--- config.mk ---
export PLATFORM = sky130hd
export DESIGN_NAME = sli_top
export DESIGN_NICKNAME = d
export VERILOG_FILES = /design/src/sli_sync.v /design/src/sli_top.v
export VERILOG_INCLUDE_DIRS = /design/src /design/src/src
export SDC_FILE = /design/constraint.sdc
export NUM_CORES = 1
export LEC_CHECK = 0
export ABC_AREA = 1
export ABC_CLOCK_PERIOD_IN_PS = 1900
export BUFFER_PORTS_ARGS = -buffer_cell sky130_fd_sc_hd__clkbuf_2
export CAP_MARGIN = 10
export CELL_PAD_IN_SITES_DETAIL_PLACEMENT = 0
export CELL_PAD_IN_SITES_GLOBAL_PLACEMENT = 2
export CORE_ASPECT_RATIO = 0.75
export CORE_MARGIN = 5
export CORE_UTILIZATION = 38
export CTS_CLUSTER_SIZE = 20
export DETAILED_ROUTE_END_ITERATION = 10
export GPL_TIMING_DRIVEN = 0
export PLACE_DENSITY = 0.86
export SLEW_MARGIN = 20
export SYNTH_ARGS = -nofsm -noshare
export SYNTH_HDL_FRONTEND = slang
export SYNTH_SLANG_ARGS = --single-unit
--- constraint.sdc ---
create_clock -name CLK -period 1.9 [get_ports CLK]
set_input_delay 0.38 -clock CLK [delete_from_list [all_inputs] [get_ports CLK]]
set_output_delay 0.38 -clock CLK [all_outputs]
set_load 0.03 [all_outputs]
--- src/sli_map.vh ---
`ifndef SLI_MAP_VH
`define SLI_MAP_VH
// Tick and timing figures, in milliseconds unless noted
`define SLI_CLK_HZ          10000000
`define SLI_TICK_MS         1
`define SLI_TICK_CYC        ((`SLI_CLK_HZ / 1000) * `SLI_TICK_MS)
`define SLI_FLASH_RED_MS    100
`define SLI_FLASH_RED_CNT   10
`define SLI_SHUTDOWN_BUTTON_ON_MS      800
`define SLI_SHUTDOWN_BUTTON_PER_MS     1000
`define SLI_SHUTDOWN_BUTTON_WIN_S      40
`define SLI_SHUTDOWN_BUTTON_WIN_MS     (`SLI_SHUTDOWN_BUTTON_WIN_S * 1000)
`define SLI_BAT_ON_MS       100
`define SLI_BAT_HI_PER_MS   1000
`define SLI_BAT_LO_PER_MS   500
`define SLI_SRC_FLASH_MS    20
`define SLI_SRC_FLASH_CNT   5'h0A
`define SLI_SRC_SETTLE_MS   3600
`define SLI_CAB_ON_MS       100
`define SLI_CAB_PER_MS      500
`define SLI_CHECK_ON_MS     4'h9
`define SLI_FAST_HALF_MS    50
`define SLI_BTN_DEB_MS      5
`define SLI_HOST_RST_MS     7'h64
`endif

--- src/sli_sync.v ---
`timescale 1ns/1ps
// Two-flop synchroniser for a bank of pin inputs
module sli_sync #(
  parameter W = 8
) (
  input  wire         clk,
  input  wire         rstn,
  input  wire [W-1:0] d,
  output reg  [W-1:0] q
);
  reg [W-1:0] meta;
  always @(posedge clk or negedge rstn) begin
    if (!rstn) begin
      meta <= {W{1'b0}};
      q    <= {W{1'b0}};
    end else begin
      meta <= d;
      q    <= meta;
    end
  end
endmodule

--- src/sli_top.v ---
`timescale 1ns/1ps
`include "sli_map.vh"
module sli_top (
  input  wire CLK,
  input  wire RSTN,
  input  wire SHUTDOWN_BUTTON_N,
  input  wire MEASURE_ACTIVE,
  input  wire ON_BATTERY,
  input  wire BAT_ABOVE_3V6,
  input  wire BAT_ABOVE_3V4,
  input  wire BAT_ABOVE_3V2,
  input  wire CABLE_PRESENT,
  input  wire SOURCE_CHANGED,
  input  wire BOOST_RUNNING,
  input  wire LOWPOWER_CHECK,
  input  wire CHARGING,
  input  wire BATTERY_FAULT,
  input  wire TEMP_ALARM,
  output reg  RED_STATUS_LED,
  output reg  GREEN_STATUS_LED,
  output reg  BOOST_LED,
  output reg  CHARGE_LED,
  output reg  CABLE_LED,
  output reg  SHUTDOWN_ACTIVE,
  output reg  HOST_RESTART
);
  localparam S_IDLE = 2'd0;
  localparam S_MEAS = 2'd1;
  localparam S_SHUTDOWN_BUTTON = 2'd2;

  wire [12:0] s;
  sli_sync #(.W(13)) u_sync (
    .clk  (CLK),
    .rstn (RSTN),
    .d    ({~SHUTDOWN_BUTTON_N, MEASURE_ACTIVE, ON_BATTERY, BAT_ABOVE_3V6,
            BAT_ABOVE_3V4, BAT_ABOVE_3V2, CABLE_PRESENT, SOURCE_CHANGED,
            BOOST_RUNNING, LOWPOWER_CHECK, CHARGING, BATTERY_FAULT,
            TEMP_ALARM}),
    .q    (s)
  );
  wire btn = s[12];
  wire meas = s[11];
  wire on_bat = s[10];
  wire b36 = s[9];
  wire b34 = s[8];
  wire b32 = s[7];
  wire cable = s[6];
  wire src_chg = s[5];
  wire boost = s[4];
  wire lp_chk = s[3];
  wire charge_led = s[2];
  wire fault = s[1];
  wire temp = s[0];

  // Millisecond tick
  reg [13:0] pre;
  reg        tick;
  always @(posedge CLK or negedge RSTN) begin
    if (!RSTN) begin
      pre  <= 14'h0000;
      tick <= 1'b0;
    end else begin
      tick <= (pre == `SLI_TICK_CYC - 1);
      if (pre == `SLI_TICK_CYC - 1)
        pre <= 14'h0000;
      else
        pre <= pre + 14'h0001;
    end
  end

  // Free-running ms counter for periodic patterns
  reg [9:0] ms_1000;
  always @(posedge CLK or negedge RSTN) begin
    if (!RSTN)
      ms_1000 <= 10'h000;
    else if (tick)
      ms_1000 <= (ms_1000 == `SLI_BAT_HI_PER_MS - 1) ? 10'h000
                                                      : ms_1000 + 10'h001;
  end
  wire [9:0] ms_500 = (ms_1000 >= 10'd500) ? ms_1000 - 10'd500 : ms_1000;

  // Button debounce, press edge
  reg [4:0] deb;
  reg       btn_st;
  reg       btn_prev;
  always @(posedge CLK or negedge RSTN) begin
    if (!RSTN) begin
      deb      <= 5'h00;
      btn_st   <= 1'b0;
      btn_prev <= 1'b0;
    end else begin
      btn_prev <= btn_st;
      if (btn == btn_st)
        deb <= 5'h00;
      else if (tick) begin
        if (deb == `SLI_BTN_DEB_MS - 1) begin
          btn_st <= btn;
          deb    <= 5'h00;
        end else
          deb <= deb + 5'h01;
      end
    end
  end
  wire press = btn_st & ~btn_prev;

  // Red status sequencer
  reg [1:0]  state;
  reg [15:0] rt;
  reg [3:0]  rflash;
  reg        meas_done;
  reg        meas_prev;
  wire low_bat = on_bat & ~b32;
  always @(posedge CLK or negedge RSTN) begin
    if (!RSTN) begin
      state     <= S_IDLE;
      rt        <= 16'h0000;
      rflash    <= 4'h0;
      meas_done <= 1'b0;
      meas_prev <= 1'b0;
    end else begin
      meas_prev <= meas;
      if (meas & ~meas_prev)
        meas_done <= 1'b0;
      case (state)
        S_IDLE: begin
          if (press | low_bat | temp) begin
            state <= S_SHUTDOWN_BUTTON;
            rt    <= 16'h0000;
          end else if (meas & ~meas_done) begin
            state  <= S_MEAS;
            rt     <= 16'h0000;
            rflash <= 4'h0;
          end
        end
        S_MEAS: begin
          if (press | low_bat | temp) begin
            state <= S_SHUTDOWN_BUTTON;
            rt    <= 16'h0000;
          end else if (tick) begin
            if (rt == `SLI_FLASH_RED_MS - 1) begin
              rt <= 16'h0000;
              if (rflash == `SLI_FLASH_RED_CNT - 1) begin
                state     <= S_IDLE;
                meas_done <= 1'b1;
              end else
                rflash <= rflash + 4'h1;
            end else
              rt <= rt + 16'h0001;
          end
        end
        S_SHUTDOWN_BUTTON: begin
          if (tick) begin
            if (rt == `SLI_SHUTDOWN_BUTTON_WIN_MS - 1)
              state <= S_IDLE;
            else
              rt <= rt + 16'h0001;
          end
        end
        default: state <= S_IDLE;
      endcase
    end
  end
  reg  [9:0] sd_ms;
  always @(posedge CLK or negedge RSTN) begin
    if (!RSTN)
      sd_ms <= 10'h000;
    else if (state != S_SHUTDOWN_BUTTON)
      sd_ms <= 10'h000;
    else if (tick)
      sd_ms <= (sd_ms == `SLI_SHUTDOWN_BUTTON_PER_MS - 1) ? 10'h000 : sd_ms + 10'h001;
  end

  reg next_red;
  always @* begin
    next_red = 1'b0;
    if (state == S_SHUTDOWN_BUTTON)
      next_red = (sd_ms < `SLI_SHUTDOWN_BUTTON_ON_MS);
    else if (state == S_MEAS)
      next_red = (rt < `SLI_FLASH_RED_MS / 2);
    else if (on_bat & b34 & ~b36)
      next_red = (ms_1000 < `SLI_BAT_ON_MS);
    else if (on_bat & b32 & ~b34)
      next_red = (ms_500 < `SLI_BAT_ON_MS);
  end

  // Source change: settle, then ten fast green flashes
  reg [11:0] settle;
  reg        settling;
  reg [4:0]  gflash;
  reg [4:0]  gt;
  reg        src_prev;
  always @(posedge CLK or negedge RSTN) begin
    if (!RSTN) begin
      settle   <= 12'h000;
      settling <= 1'b0;
      gflash   <= 5'h00;
      gt       <= 5'h00;
      src_prev <= 1'b0;
    end else begin
      src_prev <= src_chg;
      if (src_chg & ~src_prev) begin
        settling <= 1'b1;
        settle   <= 12'h000;
      end else if (settling & tick) begin
        if (settle == `SLI_SRC_SETTLE_MS - 1) begin
          settling <= 1'b0;
          gflash   <= `SLI_SRC_FLASH_CNT;
          gt       <= 5'h00;
        end else
          settle <= settle + 12'h001;
      end else if ((gflash != 5'h00) & tick) begin
        if (gt == `SLI_SRC_FLASH_MS - 1) begin
          gt     <= 5'h00;
          gflash <= gflash - 5'h01;
        end else
          gt <= gt + 5'h01;
      end
    end
  end

  // Low-power check pulse on boost LED
  reg [3:0] chk;
  reg       chk_prev;
  always @(posedge CLK or negedge RSTN) begin
    if (!RSTN) begin
      chk      <= 4'h0;
      chk_prev <= 1'b0;
    end else begin
      chk_prev <= lp_chk;
      if (lp_chk & ~chk_prev)
        // One extra tick so tick phase never cuts the pulse short
        chk <= (`SLI_CHECK_ON_MS + 4'h1);
      else if (tick & (chk != 4'h0))
        chk <= chk - 4'h1;
    end
  end

  // Host restart pulse
  reg [6:0] hr;
  always @(posedge CLK or negedge RSTN) begin
    if (!RSTN)
      hr <= 7'h00;
    else if (press)
      hr <= `SLI_HOST_RST_MS;
    else if (tick & (hr != 7'h00))
      hr <= hr - 7'h01;
  end

  always @(posedge CLK or negedge RSTN) begin
    if (!RSTN) begin
      RED_STATUS_LED   <= 1'b0;
      GREEN_STATUS_LED <= 1'b0;
      BOOST_LED        <= 1'b0;
      CHARGE_LED       <= 1'b0;
      CABLE_LED        <= 1'b0;
      SHUTDOWN_ACTIVE  <= 1'b0;
      HOST_RESTART     <= 1'b0;
    end else begin
      RED_STATUS_LED <= next_red;
      if (gflash != 5'h00)
        GREEN_STATUS_LED <= (gt < `SLI_SRC_FLASH_MS / 2);
      else
        GREEN_STATUS_LED <= cable & (ms_500 < `SLI_CAB_ON_MS);
      BOOST_LED <= boost | (chk != 4'h0);
      if (fault)
        CHARGE_LED <= (ms_1000[6:0] < `SLI_FAST_HALF_MS);
      else
        CHARGE_LED <= charge_led;
      CABLE_LED       <= cable;
      SHUTDOWN_ACTIVE <= (state == S_SHUTDOWN_BUTTON);
      HOST_RESTART    <= (hr != 7'h00);
    end
  end
endmodule

==> results by stage, run 1 <==
Timing:
- Setup violations remaining at the end of the flow were counted as 0.
- Based on the critical path, the design can be clocked at up to 558.0 MHz.
- The clock skew after layout is 0.01087 ns.
- The worst pin sits at a relative slew slack of 0.6353.
- The number of pins with negative max-slew slack in the final report came to 0.
- After routing, the total negative slack on setup checks comes to 0 ns.
- Hold is met by 0.06852 ns.
- Of the available clock period, the critical path in the final layout requires 0.9432.
- The hold violation total from the final report is 0.
- At the pin with the least slew margin, the transition time is about 0.55 ns.
- Subtracting the final worst setup slack from the clock period gives approximately 1.8 ns.

Power and ir drop:
- The total internal power is 5545 uW.
- Summed over all nets, the switching power comes to 2286 uW.
- The switching power as a share of total power is 0.2919.
- The worst supply voltage drop on vdd is 0.5963 mV.
- The power share of the clock group is 0.423.
- The completed layout was analyzed and its total power is 7831 uW.
- Summed over all cells, the static leakage comes to 0.003923 uW.
- Of the total power, combinational logic draws 0.182.
- The power density of the placed cells is 936.3 nW/um2.
- The part of the total power dissipated in sequential elements is 0.395.

Place:
- The total cell area at the placement stage is 7406 um2.
- The count of buffers from port buffering is 21.
- The placer congestion estimate is 0.7770.
- The detailed placement HPWL is about 11 mm.

Yosys:
- The number of distinct library cells after synthesis is 42.
- The number of nets in the synthesized netlist is 885.
- The mean area per synthesized cell is 8.219 um2.
- Synthesis produced a netlist whose cell count is 847.
- The part of the Yosys area used for sequential elements is 0.4853.
- Of all flip-flops after synthesis, the portion carrying an async set or reset was 1.000.
- The primary flip-flop cell chosen by synthesis mapping is dfrtp_1.
- After synthesis the netlist holds a flip-flop and latch count of 135.
- The Yosys step of the flow raised 0 warnings.
- The synthesized design contains 0 enable-type register cells.
- The post-synthesis cell area is ~7000 um2.

Routing:
- The number of design rule violations left after detail routing is 0.
- The final routed wirelength across all metal layers is approximately 15 mm.
- The routed via count divided by cell count is 4.739.
- The first routing iteration left 301 violations.
- The routed wire length per instance is 12.99 um.
- Once detail routing completed, the nets flagged for antenna violations numbered 0.
- The via total after detailed routing is between 5000 and 6000.
- The first detailed-routing pass ran for 5 iterations.

Final layout:
- The finished cells cover 8364 um2.
- The library cell used most frequently in the layout, excluding fill and tap cells, is nand2_1.
- Summing all multi-input logic gate instances after layout gives 3227 um2.
- In the layout the commonest cells are 183 x nand2_1, 128 x dfrtp_1, 111 x inv_1.
- The share of cells above drive strength 1 is 0.1585.
- The area growth from synthesis to layout is 20.15%.
- The final layout net count is 946.
- The number of fillers in the final layout is about 1700.
- The register area is about 3400 um2.
- The number of diodes is 0.

Hold path:
- For hold timing, the worst endpoint is u_sync.meta[7].
- The path class of the tightest hold or removal check is primary input to flop.
- The number of cells traversed by the worst hold path is 1.
- In this run the most critical hold path is launched from BAT_ABOVE_3V2.

Global routing:
- The via count of the first global-routing pass came to 5121.
- The maximum number of pins on one net before global-route repair is 71.
- The total global routing track utilization is 0.1497.
- The initial antenna violation count is 0.
- The total overflow left after global routing is 0.
- The first global-routing pass estimated between 20 and 30 mm of wire.

Worst setup path:
- The critical path startpoint category is a flop.
- The class of the most critical setup path is flop to flop.
- For flop-to-flop paths, the worst setup slack is 0.11 ns.
- The worst setup path is captured at a flop.
- The beginning of the worst register-to-register path is state[1].
- Data arrives at the worst endpoint at 2.09 ns.
- Counting cells, the worst reg-to-reg path comes to 10.
- The worst register-to-register path ends at rt[11].
- The required time at the worst-slack endpoint is 2.20 ns.
- Along the worst path, the maximum fanout reaches 10.

Die:
- The floorplan step defined a die boundary enclosing about 21000 um2.
- The count of standard-cell rows is 42.
- From bottom edge to top edge, the die measures 127.2 um.
- The initial utilization of the core area, before any placement, comes to 0.3908.
- The chip width is 166.3 um.
- The I/O pin count is 22.
- The placeable core region is 17810 um2.

CTS:
- The CTS buffer count is 17.
- The clock sink count is 135.
- The CTS H-tree depth is 4.
- The clock tree from TritonCTS is yes.
- Clock latency on the worst-skew pair, taken at its later pin, is 0.41 ns.
- Clock-pin slew was measured on the worst setup and hold paths at 0.06 ns.
- The CTS root buffer is clkbuf_16.
- No sink is reached through more buffers than the 2 on the longest clock path.

Outcome:
- The run finished with clean final reports.

Flow run:
- The tool flagged a number of max-cap violations equal to 0.
==> per-layer routing <==
| layer | wire, um | up-vias | GRT usage | part of all wire |
|---|---|---|---|---|
| li1 | - | 2899 | - | - |
| met1 | 8589 | 2544 | 0.2386 | 0.57 |
| met2 | 5969 | 61 | 0.1999 | 0.40 |
| met3 | 436 | 8 | 0.03521 | 0.029 |
| met4 | 110 | 0 | 0.04185 | 0.0073 |
| met5 | 0 | - | 0 | 0 |
==> power by group through the flow <==
stage	registers, uW	clock network [uW]	logic (uW)
6_report	3090	3310	1420
5_1_grt	3110	3550	1590
4_1_cts	3090	3420	1300
3_5_place_dp	3130	0	1230
3_3_place_gp	3130	0	1240
2_1_floorplan	3160	0	772
==> worst max-delay path, cell delays in order (launching register included) <==
cell	delay, ns
dfrtp_2	0.44
inv_1	0.09
ha_2	0.27
nand2_1	0.12
o21ai_2	0.20
nor2_2	0.07
nand2_4	0.12
inv_6	0.07
buf_6	0.15
nand3_1	0.10
nand2_1	0.05
==> how the worst max path moves through the flow <==
stage                startpoint         end  slack, ns
floorplan              state[0]      rt[15]       0.17
global placement           RSTN       rt[9]      -1.85
detailed placement     state[0]      rt[11]      -0.31
CTS                 u_sync.q[5]  settle[11]      0.004
global route              rt[9]    state[1]     -0.006
finish                 state[1]      rt[11]       0.11
==> Yosys cell counts, types with 9 or more instances <==
cell / count / area, um2
nand2_1: 189 / 709.4
dfrtp_1: 135 / 3378
inv_1: 114 / 427.9
nand3_1: 79 / 395.4
nor2_1: 76 / 285.3
o21ai_0: 49 / 245.2
xor2_1: 27 / 236.5
nor3_1: 24 / 120.1
ha_1: 23 / 287.8
a21oi_1: 21 / 105.1
nand4_1: 18 / 112.6
nor4_1: 9 / 56.30
==> cells by family (layout without fill, tap and decap cells) <==
kind of cell               Yosys count  after routing  share of synthesized area
AOI/OAI and AO/OA                  105            105                    0.08555
adders and majority gates           23             23                    0.04134
DFF                                135            135                     0.4853
buffers and inverters              131            205                    0.07477
and+or+nand+nor                    421            421                     0.2728
xor gates and xnor gates            32             32                    0.04026
==> sequential cells by signal, summed over array words and instances (netlist names), 5 cells and up <==
register,flops
sd_ms,10
rt,16
gflash,5
hr,7
pre,14
ms_1000,10
settle,12
deb,5
u_sync.q,13
gt,5
u_sync.meta,13
==> metrics by stage <==
step,setup slack [ns],utilization,std cells
floorplan,0.1715,-,847
global placement,-1.847,0.4137,1110
detailed placement,-0.3123,0.4157,1111
CTS,0.004272,0.4550,1146
global route,-0.006100,0.4695,1163
finish,0.1079,0.4695,1163
==> timing repair <==
action                                 CTS  global route
hold buffers                             1             0
setup buffers                            3            18
gates resized for setup                 19            43
setup endpoints to repair               44            52
pin swaps                                3            12
endpoints found under the hold margin   65             0
cloned                                   0             1
==> area by class of cell <==
class | instances | share of cell area
clock buffer | 22 | 0.05789
buffer | 10 | 0.008676
clock inverter | 10 | 0.01421
inverter | 118 | 0.05445
sequential | 135 | 0.4049
timing repair buffer | 45 | 0.03785
multi-input combinational | 581 | 0.3858
tap | 242 | 0.03620
(Power assumes the default switching activity.)
==> run 2: changes to the inputs <==
- ABC_AREA: 1 -> not set
- ABC_CLOCK_PERIOD_IN_PS: 1900 -> 1500
- CORE_UTILIZATION: 38 -> 37
- PLACE_DENSITY: 0.86 -> 0.82
- clock period: 1.9 -> 1.5 ns (I/O delays scaled with it)
==> run 2 against run 1 <==
The flow now finishes with violations (negative setup slack). Cell count shrank 8.6%. Sequential share of layout area shrank 6.0 points. Highest routed layer unchanged. Non-clock buffer count increased by 98. Flip-flop and latch count unchanged. Critical endpoint is now rflash[0]. Largest power group unchanged. Global-route usage rose by 1.2 points. Wire length increased by 14%.
==> results by stage, run 2 <==
Outcome:
- The flow ran to the end, but the final reports show violations.
- The final reports fail on negative setup slack.

Routing:
- In the routed layout, each cell is associated on average with a via count of 5.196.
- The pre-antenna-repair detailed-routing pass consisted of 5 iterations.
- The initial detailed-routing violation count is around 350.
- Summed over all nets, wire length on met2 after detailed routing comes to 8.298 mm.
- The met3 routed wirelength is 531 um.
- For this block, the via count after detailed routing is 5523.
- The highest metal layer with signal wires is met4.
- Dividing the detail-routed wire length by the instance count gives 16.21 um.
- The number of design rule violations left after detail routing is 0.
- The detailed router put a total of 8.116 mm of wire on met1.
- The count of nets left with antenna violations once routing finished came out at 0.
- For this block, the routed nets add up to 17.23 mm of wire.

Yosys:
- Ranked by total cell area, the synthesized netlist is headed by dfrtp_1 50%, ha_1 4.3%, nor2_1 3.7%, nand2_1 3.2%, xnor2_1 3.1%.
- By instance count, the leading cell after synthesis is dfrtp_1.
- The number of enable flip-flop cells after synthesis is 0.
- The fraction of registers with async set/reset is 1.000.
- The primary flip-flop cell chosen by synthesis mapping is dfrtp_1.
- The area share of the largest cell type after synthesis is 0.5027.
- The synthesized design spends more area on one cell type than any other, namely dfrtp_1.
- The number of distinct library cells after synthesis is 74.
- In this run the cell area of the synthesized design comes to 6720 um2.
- By count the netlist is led by 135 x dfrtp_1, 67 x nor2_1, 58 x nand2_1.
- The number of synthesized register bits is 135.
- The mean area per synthesized cell is around 10 um2.
- The part of the Yosys area used for sequential elements is 0.5027.
- During synthesis, Yosys emitted a total of 0 warnings.
- After technology mapping, the gate count stands at 655.
- The number of nets in the synthesized netlist is 693.

Worst setup path:
- The required time at the worst-slack endpoint is ~1.8 ns.
- The worst setup path is launched from a flop.
- The critical path in this run is classified as flop to flop.
- In this run the worst path has a maximum fanout of 5.
- STA classifies the critical path endpoint as a flop.
- For the worst setup path, the data arrival time is 2.52 ns.

CTS:
- The CTS root buffer is clkbuf_16.
- The CTS buffer count is 17.
- The deepest clock path buffer count is 2.
- The clock transition at the register clock pins on the worst setup and hold paths after CTS is 0.06 ns.
- The clock tree from TritonCTS is yes.
- The clock sink count is 135.
- The H-tree generated during clock tree synthesis spans 4 levels.
- Clock latency on the worst-skew pair, taken at its later pin, is 0.43 ns.

Final layout:
- The share of cells above drive strength 1 is 0.3873.
- The area added between synthesis and finish is 46.19%.
- The library cells used most frequently in the layout, excluding fill and tap cells, are 125 x dfrtp_1, 73 x buf_4, 62 x nor2_1.
- The library cell used most frequently in the layout, excluding fill and tap cells, is dfrtp_1.
- rt holds more flip-flops than any other register.
- The number of fillers in the final layout is 1489.
- The number of flip-flops in the largest register is 16.
- The final layout net count is roughly 850.
- At the end of the flow the core is filled with cells to 0.5531.
- The largest registers in the layout are rt (16), pre (14).
- The number of antenna diodes in the final layout is 0.

Power and ir drop:
- Summed over all cells, the static leakage comes to 0.004100 uW.
- The power density of the placed cells is 1139 nW/um2.
- The worst supply voltage drop on vdd is 0.6536 mV.
- The design draws 11190 uW.

Die:
- Measured along the x axis, the die boundary spans approximately 170 um.
- The overall die height is 126.7 um.
- The total area inside the core boundary comes to 17760 um2.
- The initial cell density of the core is 0.3783.
- The floorplan step defined a die boundary enclosing 20990 um2.
- The I/O pin count is 22.
- The initialized floorplan defines 42 standard-cell rows.

Timing:
- On the final layout, the worst clock skew is 0.007705 ns.
- Headroom to the max-slew limit came out at 0.6168.
- At the pin with the least slew margin, the transition time is around 0.57 ns.
- The final critical path time including I/O delays and setup is 2.208 ns.
- The total setup violations reported at the end of the flow is 60.
- The tightest hold path in the finished design has a slack of 0.3481 ns.
- The highest achievable clock rate is 453.0 MHz.
- The hold violation total from the final report is 0.
- The post-route worst setup slack is -0.7075 ns.
- Setup repair after global routing could not meet its margin everywhere.
- The final period utilization is 1.472.
- The number of pins with negative max-slew slack in the final report was 0.

Place:
- Port buffering added 21 buffers.
- The wire-length estimate of the detail-placed layout is between 9 and 10 mm.
- The placer congestion estimate is 0.8005.

Global routing:
- The total global routing track utilization is 0.1614.
- Global routing finished with a remaining overflow of 0.
- Entering global routing, the biggest net connects 81 pins.
- The first global-routing pass estimated 27.81 mm of wire.
- The initial antenna violation count is 0.
- The via count of the first global-routing pass was 5479.

Flow run:
- The tool flagged a number of max-cap violations equal to 0.

Hold path:
- The tightest min-delay check is of the flop to flop type.
==> run 2: cell type report <==
type	count	area (um2)	share of cell area
Clock inverter	11	170.2	0.01732
Tap cell	242	302.8	0.03082
Multi-Input combinational cell	468	3993	0.4064
Buffer	14	142.6	0.01452
Timing Repair Buffer	139	1214	0.1235
Clock buffer	21	480.5	0.04890
Inverter	33	131.4	0.01337
Sequential cell	135	3391	0.3451
==> run 2: timing repair <==
item	CTS	global route
buffers inserted	79	41
setup endpoints to repair	84	84
gates resized for setup	124	80
pin swaps	56	57
gates cloned	1	2
hold buffers	14	0
endpoints found under the hold margin	68	0
==> run 2: metrics by stage <==
step / TNS [ns] / cells / worst slack (ns) / cell area, um2
6_report: -22.29 / 1063 / -0.7075 / 9824
5_1_grt: -26.36 / 1063 / -0.7613 / 9824
4_1_cts: -23.62 / 1028 / -0.6904 / 9243
3_5_place_dp: -36.32 / 919 / -1.071 / 7395
3_3_place_gp: -309.54 / 918 / -2.298 / 7358
2_1_floorplan: -16.71 / 655 / -0.6722 / 6950
==> run 2: path summary, 6_finish.rpt <==
check	start	to	slack (ns)	cells after the start
setup / recovery	rt[9]	rflash[0]	-0.71	5
hold / removal	u_sync.meta[1]	u_sync.q[1]	0.35	0
setup reg to reg	rt[9]	rflash[0]	-0.71	5
hold reg to reg	u_sync.meta[1]	u_sync.q[1]	0.35	0
max in group asynchronous	RSTN	btn_st	0.29	3
min in group asynchronous	RSTN	ms_1000[4]	0.41	2
==> run 2: critical path, stage by stage, from the launching register on <==
cell	delay, ns
dfrtp_1	0.42
or4_4	0.53
nand4b_4	0.22
or3_4	0.44
a21oi_4	0.16
mux2_4	0.32
==> run 2: cell families (layout without fill, tap and decap cells) <==
family	after synthesis	count (layout)	share of synthesized area
muxes	16	16	0.02476
DFF	135	135	0.5027
adders and majority gates	23	23	0.04282
AOI/OAI and AO/OA	123	124	0.1367
xor gates and xnor gates	47	47	0.06125
and+or+nand+nor	258	258	0.1994
buffers and inverters	53	218	0.03239
==> run 2: report_power, final <==
group / switching (uW) / total (uW) / leakage [uW] / internal, uW
combinational: 1380 / 2770 / 0.00202 / 1390
clock: 1600 / 4560 / 0.000323 / 2960
sequential: 97.6 / 3860 / 0.00175 / 3770
total: 3080 / 11200 / 0.00410 / 8110
==> run 2: routing by layer <==
layer | vias to the layer above | track usage
met5 | - | 0
met4 | 0 | 0.05480
met3 | 23 | 0.03795
met2 | 81 | 0.2594
met1 | 2744 | 0.2166
li1 | 2675 | -
